==> config.mk <==
export PLATFORM = sky130hd
export DESIGN_NAME = sbd_bridge_ctrl
export DESIGN_NICKNAME = d
export VERILOG_FILES = /design/src/sbd_pkg.sv /design/src/sbd_lowhold_timer.sv /design/src/sbd_bridge_ctrl.sv
export SDC_FILE = /design/constraint.sdc
export NUM_CORES = 1
export LEC_CHECK = 0
export BUFFER_PORTS_ARGS = -buffer_cell sky130_fd_sc_hd__buf_4
export CAP_MARGIN = 20
export CORE_UTILIZATION = 40
export CTS_CLUSTER_DIAMETER = 30
export DETAILED_ROUTE_END_ITERATION = 6
export HOLD_SLACK_MARGIN = 0.08
export PLACE_DENSITY = 0.71
export SETUP_SLACK_MARGIN = 0.3
export SLEW_MARGIN = 20
export SYNTH_ARGS = -nofsm -noshare
export SYNTH_HDL_FRONTEND = slang
export SYNTH_SLANG_ARGS = --single-unit
==> constraint.sdc <==
create_clock -name core_clk -period 2.8 [get_ports core_clk]
set_input_delay 0.56 -clock core_clk [delete_from_list [all_inputs] [get_ports core_clk]]
set_output_delay 0.56 -clock core_clk [all_outputs]
set_load 0.05 [all_outputs]
==> src/sbd_pkg.sv <==
// Shared constants for the stepper bridge drive control block.
// Assumes a 20 MHz core clock and a 32-bit AXI4-Lite register port.
package sbd_pkg;

   // -----------------------------------------------------------------
   // Timing
   // -----------------------------------------------------------------
   localparam int unsigned CLK_PERIOD_NS = 50;       // 20 MHz core clock
   localparam int unsigned TIME_SLOT_NS = 25000;     // One bus time slot
   localparam int unsigned SLOT_CYCLES = TIME_SLOT_NS / CLK_PERIOD_NS;
   localparam int unsigned CYC_W = 12;               // Width of slot cycle counter
   localparam int unsigned SLOT_W = 4;               // Width of held-slot counter
   localparam logic [SLOT_W-1:0] HOLD_SLOTS_SHORT = 4'h9;  // Shorted bus
   localparam logic [SLOT_W-1:0] HOLD_SLOTS_OVERV = 4'h8;  // Overvoltage, 200 us
   localparam logic [SLOT_W-1:0] HOLD_SLOTS_MAX = 4'hF;

   // -----------------------------------------------------------------
   // Command bit positions, in order of arrival
   // -----------------------------------------------------------------
   localparam int unsigned CMD_W = 5;
   localparam int unsigned CMD_INH_A = 0;
   localparam int unsigned CMD_DIR_A = 1;
   localparam int unsigned CMD_ENERGIZE = 2;
   localparam int unsigned CMD_DIR_B = 3;
   localparam int unsigned CMD_INH_B = 4;
   localparam logic [CMD_W-1:0] CMD_RESET = 5'h00;

   // -----------------------------------------------------------------
   // Register map (byte addresses) and fields
   // -----------------------------------------------------------------
   localparam int unsigned ADDR_W = 8;
   localparam logic [ADDR_W-1:0] REG_CTRL = 8'h00;
   localparam logic [ADDR_W-1:0] REG_HOLD = 8'h04;
   localparam logic [ADDR_W-1:0] REG_STATUS = 8'h08;
   localparam int unsigned CTRL_FORCE_OFF = 0;
   localparam int unsigned STAT_CMD_LSB = 0;
   localparam int unsigned STAT_DISABLED = 8;
   localparam int unsigned STAT_BUS_LEVEL = 9;
   localparam int unsigned STAT_SLOTS_LSB = 12;
   localparam logic CTRL_FORCE_OFF_RESET = 1'b0;
   localparam logic [SLOT_W-1:0] HOLD_RESET = HOLD_SLOTS_SHORT;
   localparam logic [1:0] RESP_OKAY = 2'h0;
   localparam logic [1:0] RESP_SLVERR = 2'h2;

endpackage : sbd_pkg

==> src/sbd_lowhold_timer.sv <==
// Held-low timer: synchronises the bus pin and counts whole time slots
// of continuous dominant level.
// Assumes the bus pin is asynchronous to core_clk.
`timescale 1ns/10ps
module sbd_lowhold_timer
   import sbd_pkg::*;
#(
   parameter int unsigned SLOT_CYC = SLOT_CYCLES
) (
   input wire logic core_clk,
   input wire logic arst_n,
   input wire logic bus_pin,
   output logic bus_level,
   output logic [SLOT_W-1:0] held_slots
);

   typedef struct packed {
      logic s1;
      logic s2;
      logic [CYC_W-1:0] cyc;
      logic [SLOT_W-1:0] slots;
   } sbd_timer_type;

   sbd_timer_type st_ff;
   sbd_timer_type nxt_st;

   // -----------------------------------------------------------------
   // Next state
   // -----------------------------------------------------------------
   // Stage one feeds only stage two; counting looks at stage two
   always_comb begin
      nxt_st = st_ff;
      nxt_st.s1 = bus_pin;
      nxt_st.s2 = st_ff.s1;
      // [RL13] recessive restarts count
      if (st_ff.s2) begin
         nxt_st.cyc = '0;
         nxt_st.slots = '0;
      end else if (st_ff.cyc == CYC_W'(SLOT_CYC - 1)) begin
         // [RL13] whole slots only
         nxt_st.cyc = '0;
         if (st_ff.slots != HOLD_SLOTS_MAX) begin
            nxt_st.slots = st_ff.slots + 4'h1;
         end
      end else begin
         nxt_st.cyc = st_ff.cyc + 12'h001;
      end
   end

   // Reset as recessive, so no false count at start-up
   always_ff @(posedge core_clk or negedge arst_n) begin
      if (!arst_n) begin
         st_ff <= '{s1: 1'b1, s2: 1'b1, cyc: '0, slots: '0};
      end else begin
         st_ff <= nxt_st;
      end
   end

   assign bus_level = st_ff.s2;
   assign held_slots = st_ff.slots;

endmodule : sbd_lowhold_timer

==> src/sbd_bridge_ctrl.sv <==
// Stepper bridge drive control: latches command bits from the frame
// decoder into two H-bridge drive states and shuts all bridges off when
// the bus is held dominant too long.
// Assumes a frame decoder on core_clk supplies command bits, a push-valid
// level and the pull-sync level; the bus pin itself is asynchronous.
//
// Functional notes
// [RL1] Bus held dominant nine time slots disables every bridge output.
// [RL2] Master may hold bus low nine slots or more to stop all slaves.
// [RL3] After held-low disable, next standard instruction restores outputs.
// [RL4] Overvoltage low lasting eight slots, 200 us, also disables outputs; here only once REG_HOLD is written to 8 (reset limit nine).
// [RL5] After overvoltage, master sends standard instruction; slave then restores outputs.
// [RL6] First direction bit steers bridge A current, second steers bridge B.
// [RL7] Full step: master keeps both coils on, flips one direction per step.
// [RL8] Half step: master alternates single energized coil, other off.
// [RL9] Each bridge terminal is driven high, driven low, or high impedance.
// [RL10] Recessive pulled-up bus is logic one; dominant low is logic zero.
// [RL11] Command bits: inhibit A, direction A, energize, direction B, inhibit B.
// [RL12] Command latched on pull-sync rising edge, only after push field valid.
// [RL13] Disable timer counts whole low slots, restarts on recessive, holds until instruction.
//
// Local design decisions: the placing of the registers and register access over AXI4-Lite.
`timescale 1ns/10ps
module sbd_bridge_ctrl
   import sbd_pkg::*;
#(
   parameter int unsigned SLOT_CYC = SLOT_CYCLES
) (
   input wire logic core_clk,
   input wire logic arst_n,
   // Bus pin and frame decoder
   input wire logic bus_pin,
   input wire logic [CMD_W-1:0] cmd_bits,
   input wire logic push_valid,
   input wire logic pull_sync,
   // Bridge terminals
   output logic coil_a_out_p,
   output logic coil_a_out_p_oe_n,
   output logic coil_a_out_n,
   output logic coil_a_out_n_oe_n,
   output logic coil_b_out_p,
   output logic coil_b_out_p_oe_n,
   output logic coil_b_out_n,
   output logic coil_b_out_n_oe_n,
   output logic outputs_disabled,
   // AXI4-Lite slave
   input wire logic [ADDR_W-1:0] s_axi_awaddr,
   input wire logic s_axi_awvalid,
   output logic s_axi_awready,
   input wire logic [31:0] s_axi_wdata,
   input wire logic [3:0] s_axi_wstrb,
   input wire logic s_axi_wvalid,
   output logic s_axi_wready,
   output logic [1:0] s_axi_bresp,
   output logic s_axi_bvalid,
   input wire logic s_axi_bready,
   input wire logic [ADDR_W-1:0] s_axi_araddr,
   input wire logic s_axi_arvalid,
   output logic s_axi_arready,
   output logic [31:0] s_axi_rdata,
   output logic [1:0] s_axi_rresp,
   output logic s_axi_rvalid,
   input wire logic s_axi_rready
);

   // -----------------------------------------------------------------
   // State
   // -----------------------------------------------------------------
   typedef struct packed {
      logic awready;
      logic aw_hold;
      logic [ADDR_W-1:0] aw_addr;
      logic wready;
      logic w_hold;
      logic [31:0] w_data;
      logic [3:0] w_strb;
      logic bvalid;
      logic [1:0] bresp;
      logic arready;
      logic rvalid;
      logic [31:0] rdata;
      logic [1:0] rresp;
      logic force_off;
      logic [SLOT_W-1:0] hold_limit;
      logic [CMD_W-1:0] cmd;
      logic sync_prev;
      logic disabled;
      logic [3:0] drv;      // a_p, a_n, b_p, b_n levels
      logic [3:0] drv_oe_n; // low while driving
   } sbd_ctrl_type;

   sbd_ctrl_type st_ff;
   sbd_ctrl_type nxt_st;

   logic bus_level;
   logic [SLOT_W-1:0] held_slots;

   // -----------------------------------------------------------------
   // Held-low timer
   // -----------------------------------------------------------------
   // [RL10] dominant low counts as zero
   sbd_lowhold_timer #(
      .SLOT_CYC(SLOT_CYC)
   ) u_timer (
      .core_clk(core_clk),
      .arst_n(arst_n),
      .bus_pin(bus_pin),
      .bus_level(bus_level),
      .held_slots(held_slots)
   );

   // -----------------------------------------------------------------
   // Next state
   // -----------------------------------------------------------------
   always_comb begin
      logic latch_evt;
      logic hold_trip;
      logic [CMD_W-1:0] c;
      logic [SLOT_W-1:0] wlim;
      latch_evt = 1'b0;
      hold_trip = 1'b0;
      c = '0;
      wlim = '0;
      nxt_st = st_ff;

      // Address and data channels are taken independently
      if (s_axi_awvalid && st_ff.awready) begin
         nxt_st.aw_hold = 1'b1;
         nxt_st.aw_addr = s_axi_awaddr;
      end
      if (s_axi_wvalid && st_ff.wready) begin
         nxt_st.w_hold = 1'b1;
         nxt_st.w_data = s_axi_wdata;
         nxt_st.w_strb = s_axi_wstrb;
      end
      if (st_ff.bvalid && s_axi_bready) begin
         nxt_st.bvalid = 1'b0;
      end

      // Commit a write once both halves are held
      if (st_ff.aw_hold && st_ff.w_hold && !st_ff.bvalid) begin
         nxt_st.aw_hold = 1'b0;
         nxt_st.w_hold = 1'b0;
         nxt_st.bvalid = 1'b1;
         nxt_st.bresp = RESP_OKAY;
         case (st_ff.aw_addr)
            REG_CTRL: begin
               if (st_ff.w_strb[0]) begin
                  nxt_st.force_off = st_ff.w_data[CTRL_FORCE_OFF];
               end
            end
            REG_HOLD: begin
               // A limit of zero would trip at all times, even with the bus recessive, so floor at one
               wlim = st_ff.w_data[SLOT_W-1:0];
               if (st_ff.w_strb[0]) begin
                  nxt_st.hold_limit = (wlim == '0) ? 4'h1 : wlim;
               end
            end
            REG_STATUS: begin
               // Read-only; write ignored
            end
            default: begin
               nxt_st.bresp = RESP_SLVERR;
            end
         endcase
      end

      // Read channel: answer one cycle after the address is taken
      if (st_ff.rvalid && s_axi_rready) begin
         nxt_st.rvalid = 1'b0;
      end
      if (s_axi_arvalid && st_ff.arready) begin
         nxt_st.rvalid = 1'b1;
         nxt_st.rresp = RESP_OKAY;
         nxt_st.rdata = '0;
         case (s_axi_araddr)
            REG_CTRL: begin
               nxt_st.rdata[CTRL_FORCE_OFF] = st_ff.force_off;
            end
            REG_HOLD: begin
               nxt_st.rdata[SLOT_W-1:0] = st_ff.hold_limit;
            end
            REG_STATUS: begin
               nxt_st.rdata[STAT_CMD_LSB +: CMD_W] = st_ff.cmd;
               nxt_st.rdata[STAT_DISABLED] = st_ff.disabled;
               nxt_st.rdata[STAT_BUS_LEVEL] = bus_level;
               nxt_st.rdata[STAT_SLOTS_LSB +: SLOT_W] = held_slots;
            end
            default: begin
               nxt_st.rresp = RESP_SLVERR;
            end
         endcase
      end

      // Ready flags track the holding registers, one item at a time
      nxt_st.awready = !nxt_st.aw_hold && !nxt_st.bvalid;
      nxt_st.wready = !nxt_st.w_hold && !nxt_st.bvalid;
      nxt_st.arready = !nxt_st.rvalid;

      // [RL12] latch on pull-sync edge
      nxt_st.sync_prev = pull_sync;
      latch_evt = pull_sync && !st_ff.sync_prev && push_valid;
      if (latch_evt) begin
         nxt_st.cmd = cmd_bits;
      end

      // [RL1] [RL4] held-low trip point
      hold_trip = (held_slots >= st_ff.hold_limit);
      // [RL3] [RL5] [RL13] instruction clears, trip wins
      if (hold_trip) begin
         nxt_st.disabled = 1'b1;
      end else if (latch_evt) begin
         nxt_st.disabled = 1'b0;
      end

      // [RL11] [RL6] bit meaning and bridge steering
      c = nxt_st.cmd;
      nxt_st.drv = '0;
      nxt_st.drv_oe_n = 4'hF;
      // [RL9] drive high, low or release
      if (!nxt_st.disabled && !nxt_st.force_off && c[CMD_ENERGIZE]) begin
         if (c[CMD_INH_A]) begin
            nxt_st.drv[3] = !c[CMD_DIR_A];
            nxt_st.drv[2] = c[CMD_DIR_A];
            nxt_st.drv_oe_n[3:2] = 2'h0;
         end
         if (c[CMD_INH_B]) begin
            nxt_st.drv[1] = !c[CMD_DIR_B];
            nxt_st.drv[0] = c[CMD_DIR_B];
            nxt_st.drv_oe_n[1:0] = 2'h0;
         end
      end
   end

   // -----------------------------------------------------------------
   // State register
   // -----------------------------------------------------------------
   // Bridges start released and the bus port idle
   always_ff @(posedge core_clk or negedge arst_n) begin
      if (!arst_n) begin
         st_ff <= '{awready: 1'b1, aw_hold: 1'b0, aw_addr: '0,
                    wready: 1'b1, w_hold: 1'b0, w_data: '0, w_strb: '0,
                    bvalid: 1'b0, bresp: RESP_OKAY,
                    arready: 1'b1, rvalid: 1'b0, rdata: '0, rresp: RESP_OKAY,
                    force_off: CTRL_FORCE_OFF_RESET, hold_limit: HOLD_RESET,
                    cmd: CMD_RESET, sync_prev: 1'b0, disabled: 1'b0,
                    drv: 4'h0, drv_oe_n: 4'hF};
      end else begin
         st_ff <= nxt_st;
      end
   end

   // -----------------------------------------------------------------
   // Outputs, all straight from the state register
   // -----------------------------------------------------------------
   assign coil_a_out_p = st_ff.drv[3];
   assign coil_a_out_n = st_ff.drv[2];
   assign coil_b_out_p = st_ff.drv[1];
   assign coil_b_out_n = st_ff.drv[0];
   assign coil_a_out_p_oe_n = st_ff.drv_oe_n[3];
   assign coil_a_out_n_oe_n = st_ff.drv_oe_n[2];
   assign coil_b_out_p_oe_n = st_ff.drv_oe_n[1];
   assign coil_b_out_n_oe_n = st_ff.drv_oe_n[0];
   assign outputs_disabled = st_ff.disabled;

   // Bus port outputs
   assign s_axi_awready = st_ff.awready;
   assign s_axi_wready = st_ff.wready;
   assign s_axi_bvalid = st_ff.bvalid;
   assign s_axi_bresp = st_ff.bresp;
   assign s_axi_arready = st_ff.arready;
   assign s_axi_rvalid = st_ff.rvalid;
   assign s_axi_rdata = st_ff.rdata;
   assign s_axi_rresp = st_ff.rresp;

endmodule : sbd_bridge_ctrl

# --- Yosys cells after proc, flatten, opt, wreduce, memory -nomap -nowiden ---
# Index checks and enable logic that the tools add are counted.
word_totals:
  regBits: 104
  in_bits: 67
  output_inout_bits: 50
  elab_cells: 98
classes:
  addsub: 2
  magnitude_cmp: 1
  n_eq_ne: 6
  muxes: 33
  reduce_logical: 32
op_table:
  columns: ["cell", "n"]
  rows:
  - ["two-way mux 37 bit", 1]
  - ["two-way mux 35 bit", 1]
  - ["two-way mux 4 bit", 6]
  - ["equality test 8 x 3 -> 1 bit (second input constant)", 2]
  - ["equality test 8 x 4 -> 1 bit (second input constant)", 2]
  - ["zero test 8 bit", 2]
  - ["two-way mux 16 bit", 1]
  - ["two-way mux 2 bit", 7]
  - ["logical AND 1 bit", 13]
  - ["adder 12 x 1 -> 12 bit (second input constant)", 1]
  - ["equality test 12 x 9 -> 1 bit (second input constant)", 1]
  - ["two-way mux 12 bit", 1]
  - ["zero test 1 bit", 10]
  - ["two-way mux 5 bit", 2]
  - ["two-way mux 1 bit", 9]
  - ["two-way mux 9 bit", 1]
  - ["two-way mux 8 bit", 1]
  - ["one-hot mux 3 bit (2 select lines)", 1]
  - ["OR reduction 3 bit", 2]
  - ["adder 4 x 1 -> 4 bit (second input constant)", 1]
  - ["greater-or-equal comparator 4 bit", 1]
  - ["zero test 4 bit", 1]
  - ["inequality test 4 bit (second input constant)", 1]
  - ["nonzero test 2 bit", 2]
  - ["4 further kinds", 4]

# --- Longest topological paths before layout ---
# Gate-level depths: netlist (run 1).
logic_depth:
  word_depth: 9
  ltp_mapped: 6
  depth_no_buf: 6

# --- By module ---
# Synthesis (run 1) repeated with hierarchy kept, for this count alone.
unflattened:
  cells_unflattened: 290
  hier_area_um2: 3372.0
modules_own_cells:
  columns: ["mod", "n_inst", "cells_each", "area_each_um2", "seq_area_each_um2"]
  rows:
  - ["sbd_bridge_ctrl", 1, 200, 2411.1, 1285.0]
  - ["sbd_lowhold_timer", 1, 90, 960.9, 452.9]

# --- Least setup slack after synthesis (run 1) ---
# OpenSTA, ideal clock, no wires.
synth_timing:
  path_kind: "register to register"
  start: "reg st_ff[15] (netlist bit)"
  end: "reg st_ff (netlist bit coil_b_out_p_oe_n)"
  setup_time_ps: 88
  t_arrival_ps: 1883
  t_required_ps: 2712
  slack_ps: 829
  path_stages_with_launch: 6
  n_path_buf: 0
  synth_period_minus_slack_ps: 1971
  cell_sequence: "dfstp_2 -> ha_1 -> nand2b_1 -> a2111oi_1 -> o21ai_0 -> or3_1"
synth_between:
  elab_chain_cells: 6
synth_rtl:
  columns: ["item", "line", "source"]
  rows:
  - ["from (decl)", "sbd_bridge_ctrl.sv:92", "sbd_ctrl_type st_ff;"]
  - ["from (signal assigned)", "sbd_bridge_ctrl.sv:241", "st_ff <= '{awready: 1'b1, aw_hold: 1'b0, aw_addr: '0,"]
  - ["from (signal assigned)", "sbd_bridge_ctrl.sv:249", "st_ff <= nxt_st;"]
  - ["greater-or-equal comparator 4 bit", "sbd_bridge_ctrl.sv:208", "hold_trip = (held_slots >= st_ff.hold_limit);"]
  - ["two-way mux 1 bit", "sbd_bridge_ctrl.sv:210", "if (hold_trip) begin"]
  - ["zero test 1 bit", "sbd_bridge_ctrl.sv:221", "if (!nxt_st.disabled && !nxt_st.force_off && c[CMD_ENERGIZE]) begin"]
  - ["logical AND 1 bit (2 in series)", "sbd_bridge_ctrl.sv:221", null]
  - ["two-way mux 8 bit", "sbd_bridge_ctrl.sv:221", null]
# No other way between the ends.
# A chain may end at the register's enable or synchronous reset.

# --- Worst setup path in the final report (run 1) ---
layout_timing:
  start: "reg u_timer.st_ff (netlist bit u_timer.held_slots[0])"
  end: "reg st_ff (netlist bit coil_b_out_p_oe_n)"
layout_between:
  elab_chain_cells: 6
layout_rtl:
  columns: ["item", "line", "source"]
  rows:
  - ["from (decl)", "sbd_lowhold_timer.sv:24", "sbd_timer_type st_ff;"]
  - ["from (signal assigned)", "sbd_lowhold_timer.sv:53", "st_ff <= '{s1: 1'b1, s2: 1'b1, cyc: '0, slots: '0};"]
  - ["from (signal assigned)", "sbd_lowhold_timer.sv:55", "st_ff <= nxt_st;"]
  - ["greater-or-equal comparator 4 bit", "sbd_bridge_ctrl.sv:208", null]
  - ["two-way mux 1 bit", "sbd_bridge_ctrl.sv:210", null]
  - ["zero test 1 bit", "sbd_bridge_ctrl.sv:221", null]
  - ["logical AND 1 bit (2 in series)", "sbd_bridge_ctrl.sv:221", null]
  - ["two-way mux 8 bit", "sbd_bridge_ctrl.sv:221", null]
# No other way between the ends.

==> impl_metrics.prom, run 1 <==
# TYPE chip_impl_metric gauge
chip_impl_metric{name="std_cell_rows",unit=""} 32
chip_impl_metric{name="synth_area",unit="mm²"} 0.00319
chip_impl_metric{name="cts.sink_count",unit=""} 69
chip_impl_metric{name="wire_length_of_the_first_global_routing_pass",unit="µm"} 9140
chip_impl_info{name="crit_end",value="coil_b_out_p_oe_n"} 1
chip_impl_metric{name="area_growth_syn_to_layout",unit="%"} 20.1
chip_impl_metric{name="worstPathRequired",unit="ns"} 3.07
chip_impl_metric{name="holdBufCountCts",unit=""} 0
chip_impl_metric{name="detailed_place_hpwl",unit="µm"} 4020
chip_impl_metric{name="grt_start_max_net_pins",unit=""} 70
chip_impl_metric{name="antenna_left",unit=""} 0
chip_impl_metric{name="finalHoldViolCount",unit=""} 0
chip_impl_metric{name="h-tree-depth",unit=""} 3
chip_impl_metric{name="slew_violations",unit=""} 0
chip_impl_metric{name="fillCellCount",unit=""} 695
chip_impl_metric{name="leakage",unit="nW"} 1.82
chip_impl_metric{name="weighted_congestion_reported_at_the_end_of_routability_driven_placement",unit=""} 0.733
chip_impl_metric{name="drt_drc",unit=""} 0
chip_impl_info{name="synth_flop_cell",value="dfrtp_1"} 1
chip_impl_metric{name="post_cts_clock_slew_at_the_launch_and_capture_registers_of_the_worst_setup_and_hold_paths",unit="ns"} 0.08
chip_impl_metric{name="synth_seq_cells",unit=""} 69
chip_impl_metric{name="cts-buffers-inserted",unit=""} 9
chip_impl_metric{name="async_flop_share",unit=""} 1.00
chip_impl_metric{name="reg2reg_slack",unit="ns"} 0.61
chip_impl_metric{name="initial_antenna_violation_count",unit=""} 0
chip_impl_metric{name="yosysSeqAreaShare",unit=""} 0.545
chip_impl_metric{name="ys_warns",unit=""} 0
chip_impl_metric{name="post_drt_via_cell_ratio",unit=""} 4.77
chip_impl_info{name="crit_path_end_kind",value="flip-flop"} 1
chip_impl_metric{name="timing.final.crit_share",unit=""} 0.783
chip_impl_metric{name="slew_headroom",unit=""} 0.433
chip_impl_metric{name="max_freq",unit="MHz"} 456
chip_impl_metric{name="buffer_ports.inserted",unit=""} 62
chip_impl_metric{name="syn-mean-instance-area",unit="µm²"} 11.6
chip_impl_metric{name="max_cap_check_violation_count",unit=""} 0
chip_impl_metric{name="grt_use_total",unit=""} 0.143
chip_impl_metric{name="setup-violations-final",unit=""} 0
chip_impl_info{name="worst_hold_path_type",value="primary input to async pin"} 1
chip_impl_metric{name="die_area",unit="mm²"} 0.00833
chip_impl_metric{name="die-height",unit="µm"} 91.3
chip_impl_info{name="worst_setup_path_start_kind",value="flip-flop"} 1
chip_impl_metric{name="fin_nets",unit=""} 402
chip_impl_metric{name="critPathMaxStageDelay",unit="ns"} 0.44
chip_impl_metric{name="number_of_diodes_added_for_antenna_fixing",unit=""} 0
chip_impl_metric{name="peakVddDrop",unit="V"} 0.000441
chip_impl_info{name="unrepaired_setup_endpoints_after_global_routing",value="false"} 1
chip_impl_metric{name="drtPass1Iterations",unit=""} 4
chip_impl_metric{name="floorplan.initialDensity",unit=""} 0.413
chip_impl_metric{name="cts_post_setup_buffers_inserted",unit=""} 0
chip_impl_metric{name="finalWirelength",unit="µm"} 5680
chip_impl_metric{name="syn-instance-count",unit=""} 274
chip_impl_metric{name="depth_of_the_most_critical_reg_to_reg_path",unit=""} 6
chip_impl_metric{name="vias",unit=""} 2079
chip_impl_metric{name="worst-slew-pin-transition",unit="ns"} 0.850
chip_impl_metric{name="critical_path.max_fanout",unit=""} 6
chip_impl_info{name="r2r_end",value="coil_b_out_p_oe_n"} 1
chip_impl_metric{name="timing.clock.skew",unit="ns"} 0.0110
chip_impl_metric{name="drt_first_iter_violations",unit=""} 62
chip_impl_metric{name="critical_path_arrival",unit="ns"} 2.46
chip_impl_metric{name="via_count_of_the_first_global_routing_pass",unit=""} 1921
chip_impl_info{name="tritoncts",value="yes"} 1
chip_impl_metric{name="synth-edff-count",unit=""} 0
chip_impl_metric{name="hold_slack",unit="ns"} 0.305
chip_impl_info{name="path_class",value="flip-flop to flip-flop"} 1
chip_impl_info{name="r2r_start",value="u_timer.held_slots[0]"} 1
chip_impl_metric{name="chipWidth",unit="µm"} 91.3
chip_impl_info{name="crit_chain",value="inv_1 -> ha_1 -> nand2b_1 -> a2111oi_1 -> o21ai_0 -> or3_1"} 1
chip_impl_metric{name="wire_per_inst",unit="µm"} 13.0
chip_impl_metric{name="io_pins",unit=""} 117
chip_impl_info{name="crit_slowest_cell",value="a2111oi_1"} 1
chip_impl_metric{name="pwr_density_cell",unit="mW/mm²"} 776
chip_impl_metric{name="ratio_of_cells_with_drive_above_1_in_the_final_layout",unit=""} 0.341
chip_impl_metric{name="layout_min_cycle_time",unit="ns"} 2.19
chip_impl_info{name="crit_path_start",value="u_timer.held_slots[0]"} 1
chip_impl_metric{name="grt-ovfl-total",unit=""} 0
chip_impl_metric{name="buffers_from_clock_root_to_sink_at_most",unit=""} 2
chip_impl_metric{name="fp.coreArea",unit="mm²"} 0.00773
chip_impl_metric{name="insertion_delay",unit="ns"} 0.34
chip_impl_metric{name="postCtsResizedCells",unit=""} 0
chip_impl_metric{name="post_synth_num_cell_types",unit=""} 42
chip_impl_info{name="status",value="complete, no violations"} 1
chip_impl_metric{name="setup_total_negative_slack",unit="ns"} 0
chip_impl_info{name="root_buffer",value="clkbuf_8"} 1
[sequential cells by signal, indices dropped and copies added (netlist names)]
name and flops:
coil_a_out_n 1, s_axi_rdata 11, coil_b_out_p 1, coil_a_out_n_oe_n 1, s_axi_arready 1, coil_b_out_p_oe_n 1
coil_b_out_n 1, s_axi_bvalid 1, outputs_disabled 1, s_axi_wready 1, u_timer.st_ff 12, st_ff 26
s_axi_rvalid 1, s_axi_bresp 1, u_timer.held_slots 4, coil_a_out_p 1, s_axi_awready 1, s_axi_rresp 1
u_timer.nxt_st 1, u_timer.bus_level 1
[per-stage QoR]
stage	instances	util	setup slack [ns]	area (µm²)	total power (W)
2_1_floorplan	296	-	0.829	3270	0.00180
6_report	436	0.496	0.609	3830	0.00297
5_1_grt	436	0.496	0.412	3830	0.00313
3_5_place_dp	420	0.462	0.610	3570	0.00194
4_1_cts	436	0.496	0.601	3830	0.00301
3_3_place_gp	420	0.462	0.660	3570	0.00191
[worst min-delay path by stage]
| stage | from | end | slack, ns | depth (start not counted) |
|---|---|---|---|---|
| 3_5_place_dp | u_timer.nxt_st[16] | u_timer.bus_level | 0.35 | 0 |
| 4_1_cts | bus_pin | u_timer.nxt_st[16] | 0.30 | 1 |
| 5_1_grt | bus_pin | u_timer.nxt_st[16] | 0.30 | 1 |
| 3_3_place_gp | u_timer.nxt_st[16] | u_timer.bus_level | 0.35 | 0 |
| 2_1_floorplan | arst_n | coil_a_out_n | 0.26 | 0 |
| 6_report | arst_n | s_axi_rdata[15] | 0.31 | 1 |
[Yosys cell counts, drive strengths merged, types with 6 or more instances]
| master | n | area share |
|---|---|---|
| nand3 | 7 | 0.011 |
| mux2 | 21 | 0.075 |
| nand2 | 13 | 0.015 |
| buf | 39 | 0.093 |
| dfstp | 9 | 0.074 |
| a21oi | 7 | 0.011 |
| dfrtp | 60 | 0.47 |
| xor2 | 8 | 0.022 |
| a22o | 7 | 0.019 |
| inv | 12 | 0.014 |
| ha | 6 | 0.024 |
| nor2b | 6 | 0.012 |
| o21ai | 7 | 0.011 |
| nor2 | 21 | 0.025 |
[cells by family (layout without fill, tap and decap cells)]
family	Yosys count	count (layout)	share of synthesized area
xor gates and xnor gates	10	10	0.0275
and+or+nand+nor	77	77	0.134
adders and majority gates	6	6	0.0235
buffers and inverters	53	91	0.109
muxes	26	26	0.0911
DFF	69	69	0.545
other	1	23	0.00118
AOI/OAI and AO/OA	32	32	0.0679
[layout by cell type, fill, tap and decap left out, types with 6 or more instances in the layout]
| master | netlist | routed |
|---|---|---|
| nand2_1 | 13 | 13 |
| clkbuf_8 | 0 | 9 |
| conb_1 | 1 | 23 |
| xor2_1 | 8 | 8 |
| nand3_1 | 7 | 7 |
| nor2b_1 | 6 | 6 |
| nor2_1 | 21 | 21 |
| dfrtp_1 | 60 | 60 |
| inv_1 | 12 | 12 |
| ha_1 | 6 | 6 |
| dfstp_2 | 9 | 9 |
| buf_4 | 38 | 63 |
| o21ai_0 | 7 | 7 |
| mux2_2 | 20 | 20 |
| a21oi_1 | 7 | 7 |
| a22o_1 | 7 | 7 |
[critical path, delay by kind of cell, from the launching register on]
kind	cells	cell delay [ns]
compound gates	2	0.78
fa+ha+maj	1	0.28
buf+inv	1	0.10
flops	1	0.41
simple gates	2	0.56
[final cells by class]
type                            count  area [µm²]  share of cell area
Tap cell                          102         128              0.0333
Inverter                           12        45.0              0.0118
Clock inverter                      6         135              0.0353
Multi-Input combinational cell    174        1180               0.309
Timing Repair Buffer               63         473               0.123
Clock buffer                       10         128              0.0333
Sequential cell                    69        1740               0.454
[layer usage]
metal / vias up / routed length, µm / track usage
met5: - / 0 / 0
met4: 0 / 75 / 0.0675
met3: 7 / 369 / 0.0503
met2: 77 / 2620 / 0.217
met1: 995 / 2620 / 0.185
li1: 1000 / - / -
[power breakdown]
part	switching, W	internal, W
Sequential	0.000114	0.00118
Clock	0.000380	0.000682
Combinational	0.000358	0.000255
Note: power is estimated with default switching activity, not from simulation.
==> run 2: changes to the inputs <==
Settings changed: PLACE_DENSITY 0.71 to 0.73.
Clock period 2.8 ns to 2.01 ns, I/O delays scaled along.
==> run 2 against run 1 <==
Global-route usage increased by 0.57 points; worst setup slack got worse by 0.60 ns; critical endpoint unchanged; die area unchanged; highest routed layer unchanged.
==> impl_metrics.prom, run 2 (synthesis gave the netlist of run 1 again) <==
# TYPE chip_impl_metric gauge
chip_impl_info{name="status",value="complete, no violations"} 1
chip_impl_metric{name="wire_per_inst",unit="µm"} 13.1
chip_impl_metric{name="power_frac_clock",unit=""} 0.319
chip_impl_metric{name="number_of_diodes_added_for_antenna_fixing",unit=""} 0
chip_impl_metric{name="antenna_left",unit=""} 0
chip_impl_metric{name="total_power",unit="W"} 0.00404
chip_impl_metric{name="critical_path_arrival",unit="ns"} 2.27
chip_impl_metric{name="pwr_density_cell",unit="mW/mm²"} 1020
chip_impl_metric{name="h-tree-depth",unit=""} 3
chip_impl_metric{name="dpl.cell_count",unit=""} 424
chip_impl_metric{name="wire_length_of_the_first_global_routing_pass",unit="µm"} 9540
chip_impl_metric{name="vias",unit=""} 2133
chip_impl_metric{name="std_cell_rows",unit=""} 32
chip_impl_metric{name="die-height",unit="µm"} 91.3
chip_impl_info{name="crit_slowest_cell",value="or4_4"} 1
chip_impl_info{name="r2r_start",value="st_ff[98]"} 1
chip_impl_metric{name="p_sw",unit="W"} 0.00121
chip_impl_metric{name="hold_depth",unit=""} 1
chip_impl_metric{name="buffer_ports.inserted",unit=""} 62
chip_impl_info{name="crit_path_start",value="st_ff[98]"} 1
chip_impl_metric{name="critPathMaxStageDelay",unit="ns"} 0.54
chip_impl_metric{name="layout_min_cycle_time",unit="ns"} 2.00
chip_impl_info{name="worst_hold_path_type",value="primary input to flip-flop"} 1
chip_impl_metric{name="grt-ovfl-total",unit=""} 0
chip_impl_metric{name="finalWirelength",unit="µm"} 5870
chip_impl_info{name="regMostFlops",value="st_ff"} 1
chip_impl_metric{name="chipWidth",unit="µm"} 91.3
chip_impl_metric{name="worstPathRequired",unit="ns"} 2.28
chip_impl_info{name="crit_path_end_kind",value="flip-flop"} 1
chip_impl_metric{name="area_growth_syn_to_layout",unit="%"} 24.2
chip_impl_metric{name="grt_use_total",unit=""} 0.149
chip_impl_info{name="final_cell_mix",value="72 x buf_4, 59 x dfrtp_1, 23 x conb_1"} 1
chip_impl_metric{name="drt_first_iter_violations",unit=""} 29
chip_impl_metric{name="reg2reg_slack",unit="ns"} 0.008
chip_impl_metric{name="largest_register_ff_count",unit=""} 26
chip_impl_metric{name="post_drt_via_cell_ratio",unit=""} 4.77
chip_impl_metric{name="max_cap_check_violation_count",unit=""} 0
chip_impl_metric{name="depth_of_the_most_critical_reg_to_reg_path",unit=""} 4
chip_impl_metric{name="setup_total_negative_slack",unit="ns"} 0
chip_impl_metric{name="critical_path.max_fanout",unit=""} 7
chip_impl_metric{name="initial_antenna_violation_count",unit=""} 0
chip_impl_metric{name="timing.final.crit_share",unit=""} 0.996
chip_impl_metric{name="die_area",unit="mm²"} 0.00833
chip_impl_metric{name="io_pins",unit=""} 117
chip_impl_metric{name="cts-buffers-inserted",unit=""} 9
chip_impl_metric{name="fin_nets",unit=""} 413
chip_impl_info{name="r2r_end",value="coil_b_out_p_oe_n"} 1
chip_impl_metric{name="peakVddDrop",unit="V"} 0.000562
chip_impl_metric{name="max_freq",unit="MHz"} 499
chip_impl_info{name="crit_chain",value="or4_4 -> and4bb_1 -> mux2_4 -> or3_1"} 1
chip_impl_metric{name="post_cts_clock_slew_at_the_launch_and_capture_registers_of_the_worst_setup_and_hold_paths",unit="ns"} 0.07
chip_impl_metric{name="cts.sink_count",unit=""} 69
chip_impl_metric{name="number_of_buffer_and_inverter_instances_along_the_worst_setup_path",unit=""} 0
chip_impl_metric{name="final_cell_count_no_fill",unit=""} 447
chip_impl_metric{name="grt_start_max_net_pins",unit=""} 42
chip_impl_info{name="worst_setup_path_start_kind",value="flip-flop"} 1
chip_impl_metric{name="drtPass1Iterations",unit=""} 4
chip_impl_metric{name="timing.clock.skew",unit="ns"} 0.00668
chip_impl_metric{name="insertion_delay",unit="ns"} 0.35
chip_impl_metric{name="via_count_of_the_first_global_routing_pass",unit=""} 2060
chip_impl_metric{name="switching_share",unit=""} 0.300
chip_impl_metric{name="floorplan.initialDensity",unit=""} 0.413
chip_impl_metric{name="buffers_from_clock_root_to_sink_at_most",unit=""} 2
chip_impl_metric{name="path_depth",unit=""} 4
chip_impl_metric{name="detailed_place_hpwl",unit="µm"} 4160
chip_impl_info{name="crit_end",value="coil_b_out_p_oe_n"} 1
chip_impl_metric{name="slew_violations",unit=""} 0
chip_impl_metric{name="finalHoldViolCount",unit=""} 0
chip_impl_metric{name="weighted_congestion_reported_at_the_end_of_routability_driven_placement",unit=""} 0.762
chip_impl_metric{name="slew_headroom",unit=""} 0.650
chip_impl_info{name="unrepaired_setup_endpoints_after_global_routing",value="true"} 1
chip_impl_metric{name="fp.coreArea",unit="mm²"} 0.00773
chip_impl_metric{name="leakage",unit="nW"} 1.87
chip_impl_metric{name="ratio_of_cells_with_drive_above_1_in_the_final_layout",unit=""} 0.386
chip_impl_info{name="root_buffer",value="clkbuf_8"} 1
chip_impl_metric{name="comb_power_share",unit=""} 0.232
chip_impl_metric{name="setup-violations-final",unit=""} 0
chip_impl_metric{name="drt_drc",unit=""} 0
chip_impl_metric{name="cellInternalPower",unit="W"} 0.00283
chip_impl_metric{name="worst-slew-pin-transition",unit="ns"} 0.524
chip_impl_metric{name="seq_power_share",unit=""} 0.450
chip_impl_info{name="final_common_cell",value="buf_4"} 1
chip_impl_info{name="tritoncts",value="yes"} 1
chip_impl_info{name="path_class",value="flip-flop to flip-flop"} 1
chip_impl_info{name="critical-path-top-delay-family",value="simple AND/OR/NAND/NOR gates"} 1
## run 2: cell types whose count changed in the layout (fill, tap and decap cells not counted), moves of 2 or more
cell	delta
buf_4	+9
bufinv_16	-2
clkbuf_8	+2
o21ai_0	-3
o21ai_1	+2
## run 2: routing by layer
layer | up-vias | global-route usage | wire, µm
li1 | 1026 | - | -
met1 | 1026 | 0.183 | 2570
met5 | - | 0 | 0
met3 | 8 | 0.0553 | 428
met4 | 0 | 0.0635 | 85
met2 | 73 | 0.237 | 2790
## run 2: final cells by class
class | instances | area, µm²
Clock buffer | 11 | 151
Sequential cell | 69 | 1740
Tap cell | 102 | 128
Timing Repair Buffer | 74 | 571
Multi-Input combinational cell | 174 | 1240
Inverter | 12 | 45.0
Fill cell | 699 | 3770
Clock inverter | 5 | 81.3
## run 2: power by group through the flow
stage	Clock [W]	Sequential, W	Combinational, W
after global placement	0	0.00182	0.000865
after floorplan	0	0.00192	0.000590
after detailed placement	0	0.00184	0.000891
after global routing	0.00139	0.00185	0.00101
after CTS	0.00132	0.00181	0.000926
final	0.00129	0.00182	0.000937
## run 2: per-stage QoR
step                      worst slack [ns]  hold slack, ns   util  instance area, µm²
after detailed placement           -0.0318           0.350  0.468                3620
after floorplan                      0.118           0.106      -                3280
after global routing               -0.0208           0.144  0.512                3960
after global placement            -0.00115           0.347  0.468                3620
after CTS                           0.0229           0.153  0.506                3910
final                              0.00776           0.163  0.512                3960
## run 2: worst min-delay path by stage
stage	startpoint	slack [ns]	to
finish	bus_pin	0.16	u_timer.nxt_st[16]
global route	bus_pin	0.14	u_timer.nxt_st[16]
CTS	bus_pin	0.15	u_timer.nxt_st[16]
detailed placement	u_timer.nxt_st[16]	0.35	u_timer.bus_level
global placement	u_timer.nxt_st[16]	0.35	u_timer.bus_level
floorplan	arst_n	0.11	coil_a_out_n
## run 2: timing repair
| action | CTS | global route |
|---|---|---|
| hold buffers | 1 | 0 |
| gates cloned | 0 | 0 |
| hold endpoints to repair | 34 | 0 |
| setup buffers | 3 | 3 |
| gates resized for setup | 5 | 6 |
| pin swaps | 5 | 3 |
| setup endpoints to repair | 12 | 13 |
==> run 3: changes to the inputs <==
Settings changed: ABC_AREA set to 1, CTS_CLUSTER_SIZE set to 8.
==> run 3 against run 2 <==
Synthesized area up 6.0%; clock skew shrank 0.00071 ns; register-to-register slack gained 0.38 ns; fmax grew 23%; count of clock-buffer cells in the layout grew 3; non-clock buffer count decreased by 7; cell area grew 1.1%.
==> impl_metrics.prom, run 3 <==
# TYPE chip_impl_metric gauge
chip_impl_metric{name="initial_antenna_violation_count",unit=""} 0
chip_impl_metric{name="yosysSeqAreaShare",unit=""} 0.514
chip_impl_info{name="yosys-top-cells-area",value="dfrtp_1 44%, nand2_1 11%, buf_4 8.4%"} 1
chip_impl_metric{name="finalWirelength",unit="µm"} 6360
chip_impl_metric{name="area_growth_syn_to_layout",unit="%"} 18.5
chip_impl_info{name="synthDominantAreaCellType",value="dfrtp_1"} 1
chip_impl_metric{name="std_cell_rows",unit=""} 33
chip_impl_info{name="final_common_cell",value="nand2_1"} 1
chip_impl_metric{name="yosysTopAreaCellShare",unit=""} 0.444
chip_impl_metric{name="syn-mean-instance-area",unit="µm²"} 8.67
chip_impl_metric{name="switching_share",unit=""} 0.359
chip_impl_info{name="worst_hold_startpoint",value="bus_pin"} 1
chip_impl_metric{name="wire_per_inst",unit="µm"} 11.4
chip_impl_info{name="yosys.cell_count.top_type",value="nand2_1"} 1
chip_impl_metric{name="peakVddDrop",unit="V"} 0.000783
chip_impl_metric{name="buffer_ports.inserted",unit=""} 62
chip_impl_metric{name="fillCellCount",unit=""} 787
chip_impl_metric{name="worstPathRequired",unit="ns"} 2.28
chip_impl_metric{name="vias",unit=""} 2547
chip_impl_metric{name="setup_ws",unit="ns"} 0.384
chip_impl_metric{name="comb_power_share",unit=""} 0.296
chip_impl_info{name="crit_path_end_kind",value="flip-flop"} 1
chip_impl_info{name="unrepaired_setup_endpoints_after_global_routing",value="false"} 1
chip_impl_info{name="synth_flop_cell",value="dfrtp_1"} 1
chip_impl_metric{name="drtPass1Iterations",unit=""} 5
chip_impl_metric{name="syn-instance-count",unit=""} 390
chip_impl_metric{name="layout_min_cycle_time",unit="ns"} 1.63
chip_impl_info{name="whs_endpoint",value="u_timer.nxt_st[16]"} 1
chip_impl_info{name="worst_setup_path_start_kind",value="flip-flop"} 1
chip_impl_metric{name="depth_of_the_most_critical_reg_to_reg_path",unit=""} 9
chip_impl_metric{name="pwr_density_cell",unit="mW/mm²"} 1070
chip_impl_metric{name="detailed_place_hpwl",unit="µm"} 4710
chip_impl_metric{name="cts.sink_count",unit=""} 69
chip_impl_metric{name="timing.clock.skew",unit="ns"} 0.00597
chip_impl_metric{name="fin_nets",unit=""} 520
chip_impl_metric{name="cellInternalPower",unit="W"} 0.00274
chip_impl_metric{name="synth_seq_cells",unit=""} 69
chip_impl_metric{name="max_cap_check_violation_count",unit=""} 0
chip_impl_metric{name="finalHoldViolCount",unit=""} 0
chip_impl_info{name="tritoncts",value="yes"} 1
chip_impl_info{name="worst_hold_path_type",value="primary input to flip-flop"} 1
chip_impl_metric{name="async_flop_share",unit=""} 1.00
chip_impl_metric{name="synth_area",unit="mm²"} 0.00338
chip_impl_metric{name="setup-violations-final",unit=""} 0
chip_impl_metric{name="ratio_of_cells_with_drive_above_1_in_the_final_layout",unit=""} 0.235
chip_impl_metric{name="antenna_left",unit=""} 0
chip_impl_metric{name="post_drt_via_cell_ratio",unit=""} 4.58
chip_impl_metric{name="drt_drc",unit=""} 0
chip_impl_metric{name="weighted_congestion_reported_at_the_end_of_routability_driven_placement",unit=""} 0.830
chip_impl_metric{name="leakage",unit="nW"} 2.04
chip_impl_metric{name="reg2reg_slack",unit="ns"} 0.38
chip_impl_metric{name="chipWidth",unit="µm"} 93.9
chip_impl_info{name="commonest_cells_post_synth",value="95 x nand2_1, 60 x dfrtp_1, 43 x inv_1"} 1
chip_impl_info{name="path_class",value="flip-flop to flip-flop"} 1
chip_impl_metric{name="floorplan.initialDensity",unit=""} 0.411
chip_impl_metric{name="place_ws",unit="ns"} 0.362
chip_impl_info{name="status",value="complete, no violations"} 1
chip_impl_metric{name="grt_start_max_net_pins",unit=""} 47
chip_impl_metric{name="critical_path_arrival",unit="ns"} 1.90
chip_impl_metric{name="post_cts_clock_slew_at_the_launch_and_capture_registers_of_the_worst_setup_and_hold_paths",unit="ns"} 0.06
chip_impl_info{name="regMostFlops",value="st_ff"} 1
chip_impl_metric{name="insertion_delay",unit="ns"} 0.35
chip_impl_metric{name="power_frac_clock",unit=""} 0.259
chip_impl_metric{name="via_count_of_the_first_global_routing_pass",unit=""} 2475
chip_impl_info{name="r2r_end",value="coil_a_out_p"} 1
chip_impl_metric{name="grt-ovfl-total",unit=""} 0
chip_impl_metric{name="critical_path.max_fanout",unit=""} 4
chip_impl_metric{name="drt_first_iter_violations",unit=""} 120
chip_impl_metric{name="cts-buffers-inserted",unit=""} 9
chip_impl_metric{name="die_area",unit="mm²"} 0.00882
chip_impl_metric{name="largest_register_ff_count",unit=""} 26
chip_impl_metric{name="seq_power_share",unit=""} 0.445
chip_impl_info{name="root_buffer",value="clkbuf_8"} 1
chip_impl_metric{name="io_pins",unit=""} 117
chip_impl_metric{name="slew_violations",unit=""} 0
chip_impl_metric{name="number_of_diodes_added_for_antenna_fixing",unit=""} 0
chip_impl_metric{name="synth-edff-count",unit=""} 0
chip_impl_metric{name="p_sw",unit="W"} 0.00154
chip_impl_metric{name="setup_total_negative_slack",unit="ns"} 0
chip_impl_metric{name="max_freq",unit="MHz"} 615
chip_impl_metric{name="grt_use_total",unit=""} 0.163
chip_impl_info{name="final_cell_mix",value="95 x nand2_1, 65 x buf_4, 60 x dfrtp_1"} 1
chip_impl_metric{name="die-height",unit="µm"} 93.9
chip_impl_metric{name="fp.coreArea",unit="mm²"} 0.00822
chip_impl_metric{name="buffers_from_clock_root_to_sink_at_most",unit=""} 2
chip_impl_info{name="r2r_start",value="st_ff[18]"} 1
chip_impl_metric{name="wire_length_of_the_first_global_routing_pass",unit="µm"} 10900
chip_impl_metric{name="hold_depth",unit=""} 1
chip_impl_metric{name="h-tree-depth",unit=""} 3
chip_impl_metric{name="timing.final.crit_share",unit=""} 0.809
chip_impl_metric{name="ys_warns",unit=""} 0
chip_impl_metric{name="post_synth_num_cell_types",unit=""} 35
[run 3: worst max-delay path by stage]
| stage | startpoint | endpoint | slack [ns] |
|---|---|---|---|
| 2_1_floorplan | st_ff[18] | coil_a_out_n | 0.50 |
| 3_3_place_gp | st_ff[18] | coil_a_out_p | 0.36 |
| 3_5_place_dp | st_ff[18] | coil_a_out_n | 0.36 |
| 4_1_cts | st_ff[18] | coil_a_out_n | 0.33 |
| 5_1_grt | u_timer.held_slots[0] | coil_a_out_p | 0.30 |
| 6_report | st_ff[18] | coil_a_out_p | 0.38 |
[run 3: cells by family (layout without fill, tap and decap cells)]
family	count (synthesis)	count (layout)	synth area share
AO/OA/AOI/OAI	40	40	0.0685
flip-flops	69	69	0.514
other	1	23	0.00111
adder cells (fa/ha/maj)	6	6	0.0222
XOR/XNOR	4	4	0.0104
buffers and inverters	89	128	0.146
AND/OR/NAND/NOR	181	181	0.238
[run 3: metrics by stage]
stage	power (W)	area (µm²)	std cells	utilization	hold slack (ns)
after global routing	0.00456	4010	556	0.487	0.137
after CTS	0.00431	3980	555	0.484	0.139
after global placement	0.00315	3770	539	0.459	0.325
after floorplan	0.00288	3460	412	-	0.106
after detailed placement	0.00317	3770	539	0.459	0.326
final	0.00427	4010	556	0.487	0.163
[run 3: power by group through the flow]
| stage | combinational, W | clock (W) | sequential, W |
|---|---|---|---|
| after floorplan | 0.000833 | 0 | 0.00205 |
| after global placement | 0.00123 | 0 | 0.00192 |
| after detailed placement | 0.00125 | 0 | 0.00192 |
| after CTS | 0.00126 | 0.00115 | 0.00190 |
| after global routing | 0.00142 | 0.00120 | 0.00194 |
| final | 0.00127 | 0.00111 | 0.00190 |
[run 3: critical path: stages (launching register included)]
cell     delay, ns
dfstp_2       0.53
inv_1         0.07
ha_4          0.22
nand2_1       0.05
nand2_1       0.04
a21oi_1       0.12
nand2_1       0.09
nor2_2        0.16
nand3_2       0.13
nor2_1        0.14
[run 3: layout make-up]
class | instances | area (µm²) | share of cell area
Inverter | 46 | 173 | 0.0431
Multi-Input combinational cell | 254 | 1250 | 0.313
Clock buffer | 14 | 163 | 0.0406
Clock inverter | 1 | 30.0 | 0.00750
Timing Repair Buffer | 67 | 518 | 0.129
Tap cell | 105 | 131 | 0.0328
Sequential cell | 69 | 1740 | 0.434
[run 3: repair_timing]
item | 4_1_cts | 5_1_grt
resized for setup | 0 | 3
endpoints found under the setup margin | 0 | 4
hold endpoints to repair | 22 | 0
setup buffers | 0 | 1
hold buffers | 1 | 0
[run 3: layer usage]
layer / track usage / part of all wire / vias to the layer above
met3: 0.0704 / 0.076 / 13
li1: - / - / 1294
met5: 0 / 0 / -
met4: 0.0718 / 0.022 / 0
met1: 0.186 / 0.43 / 1166
met2: 0.265 / 0.47 / 74
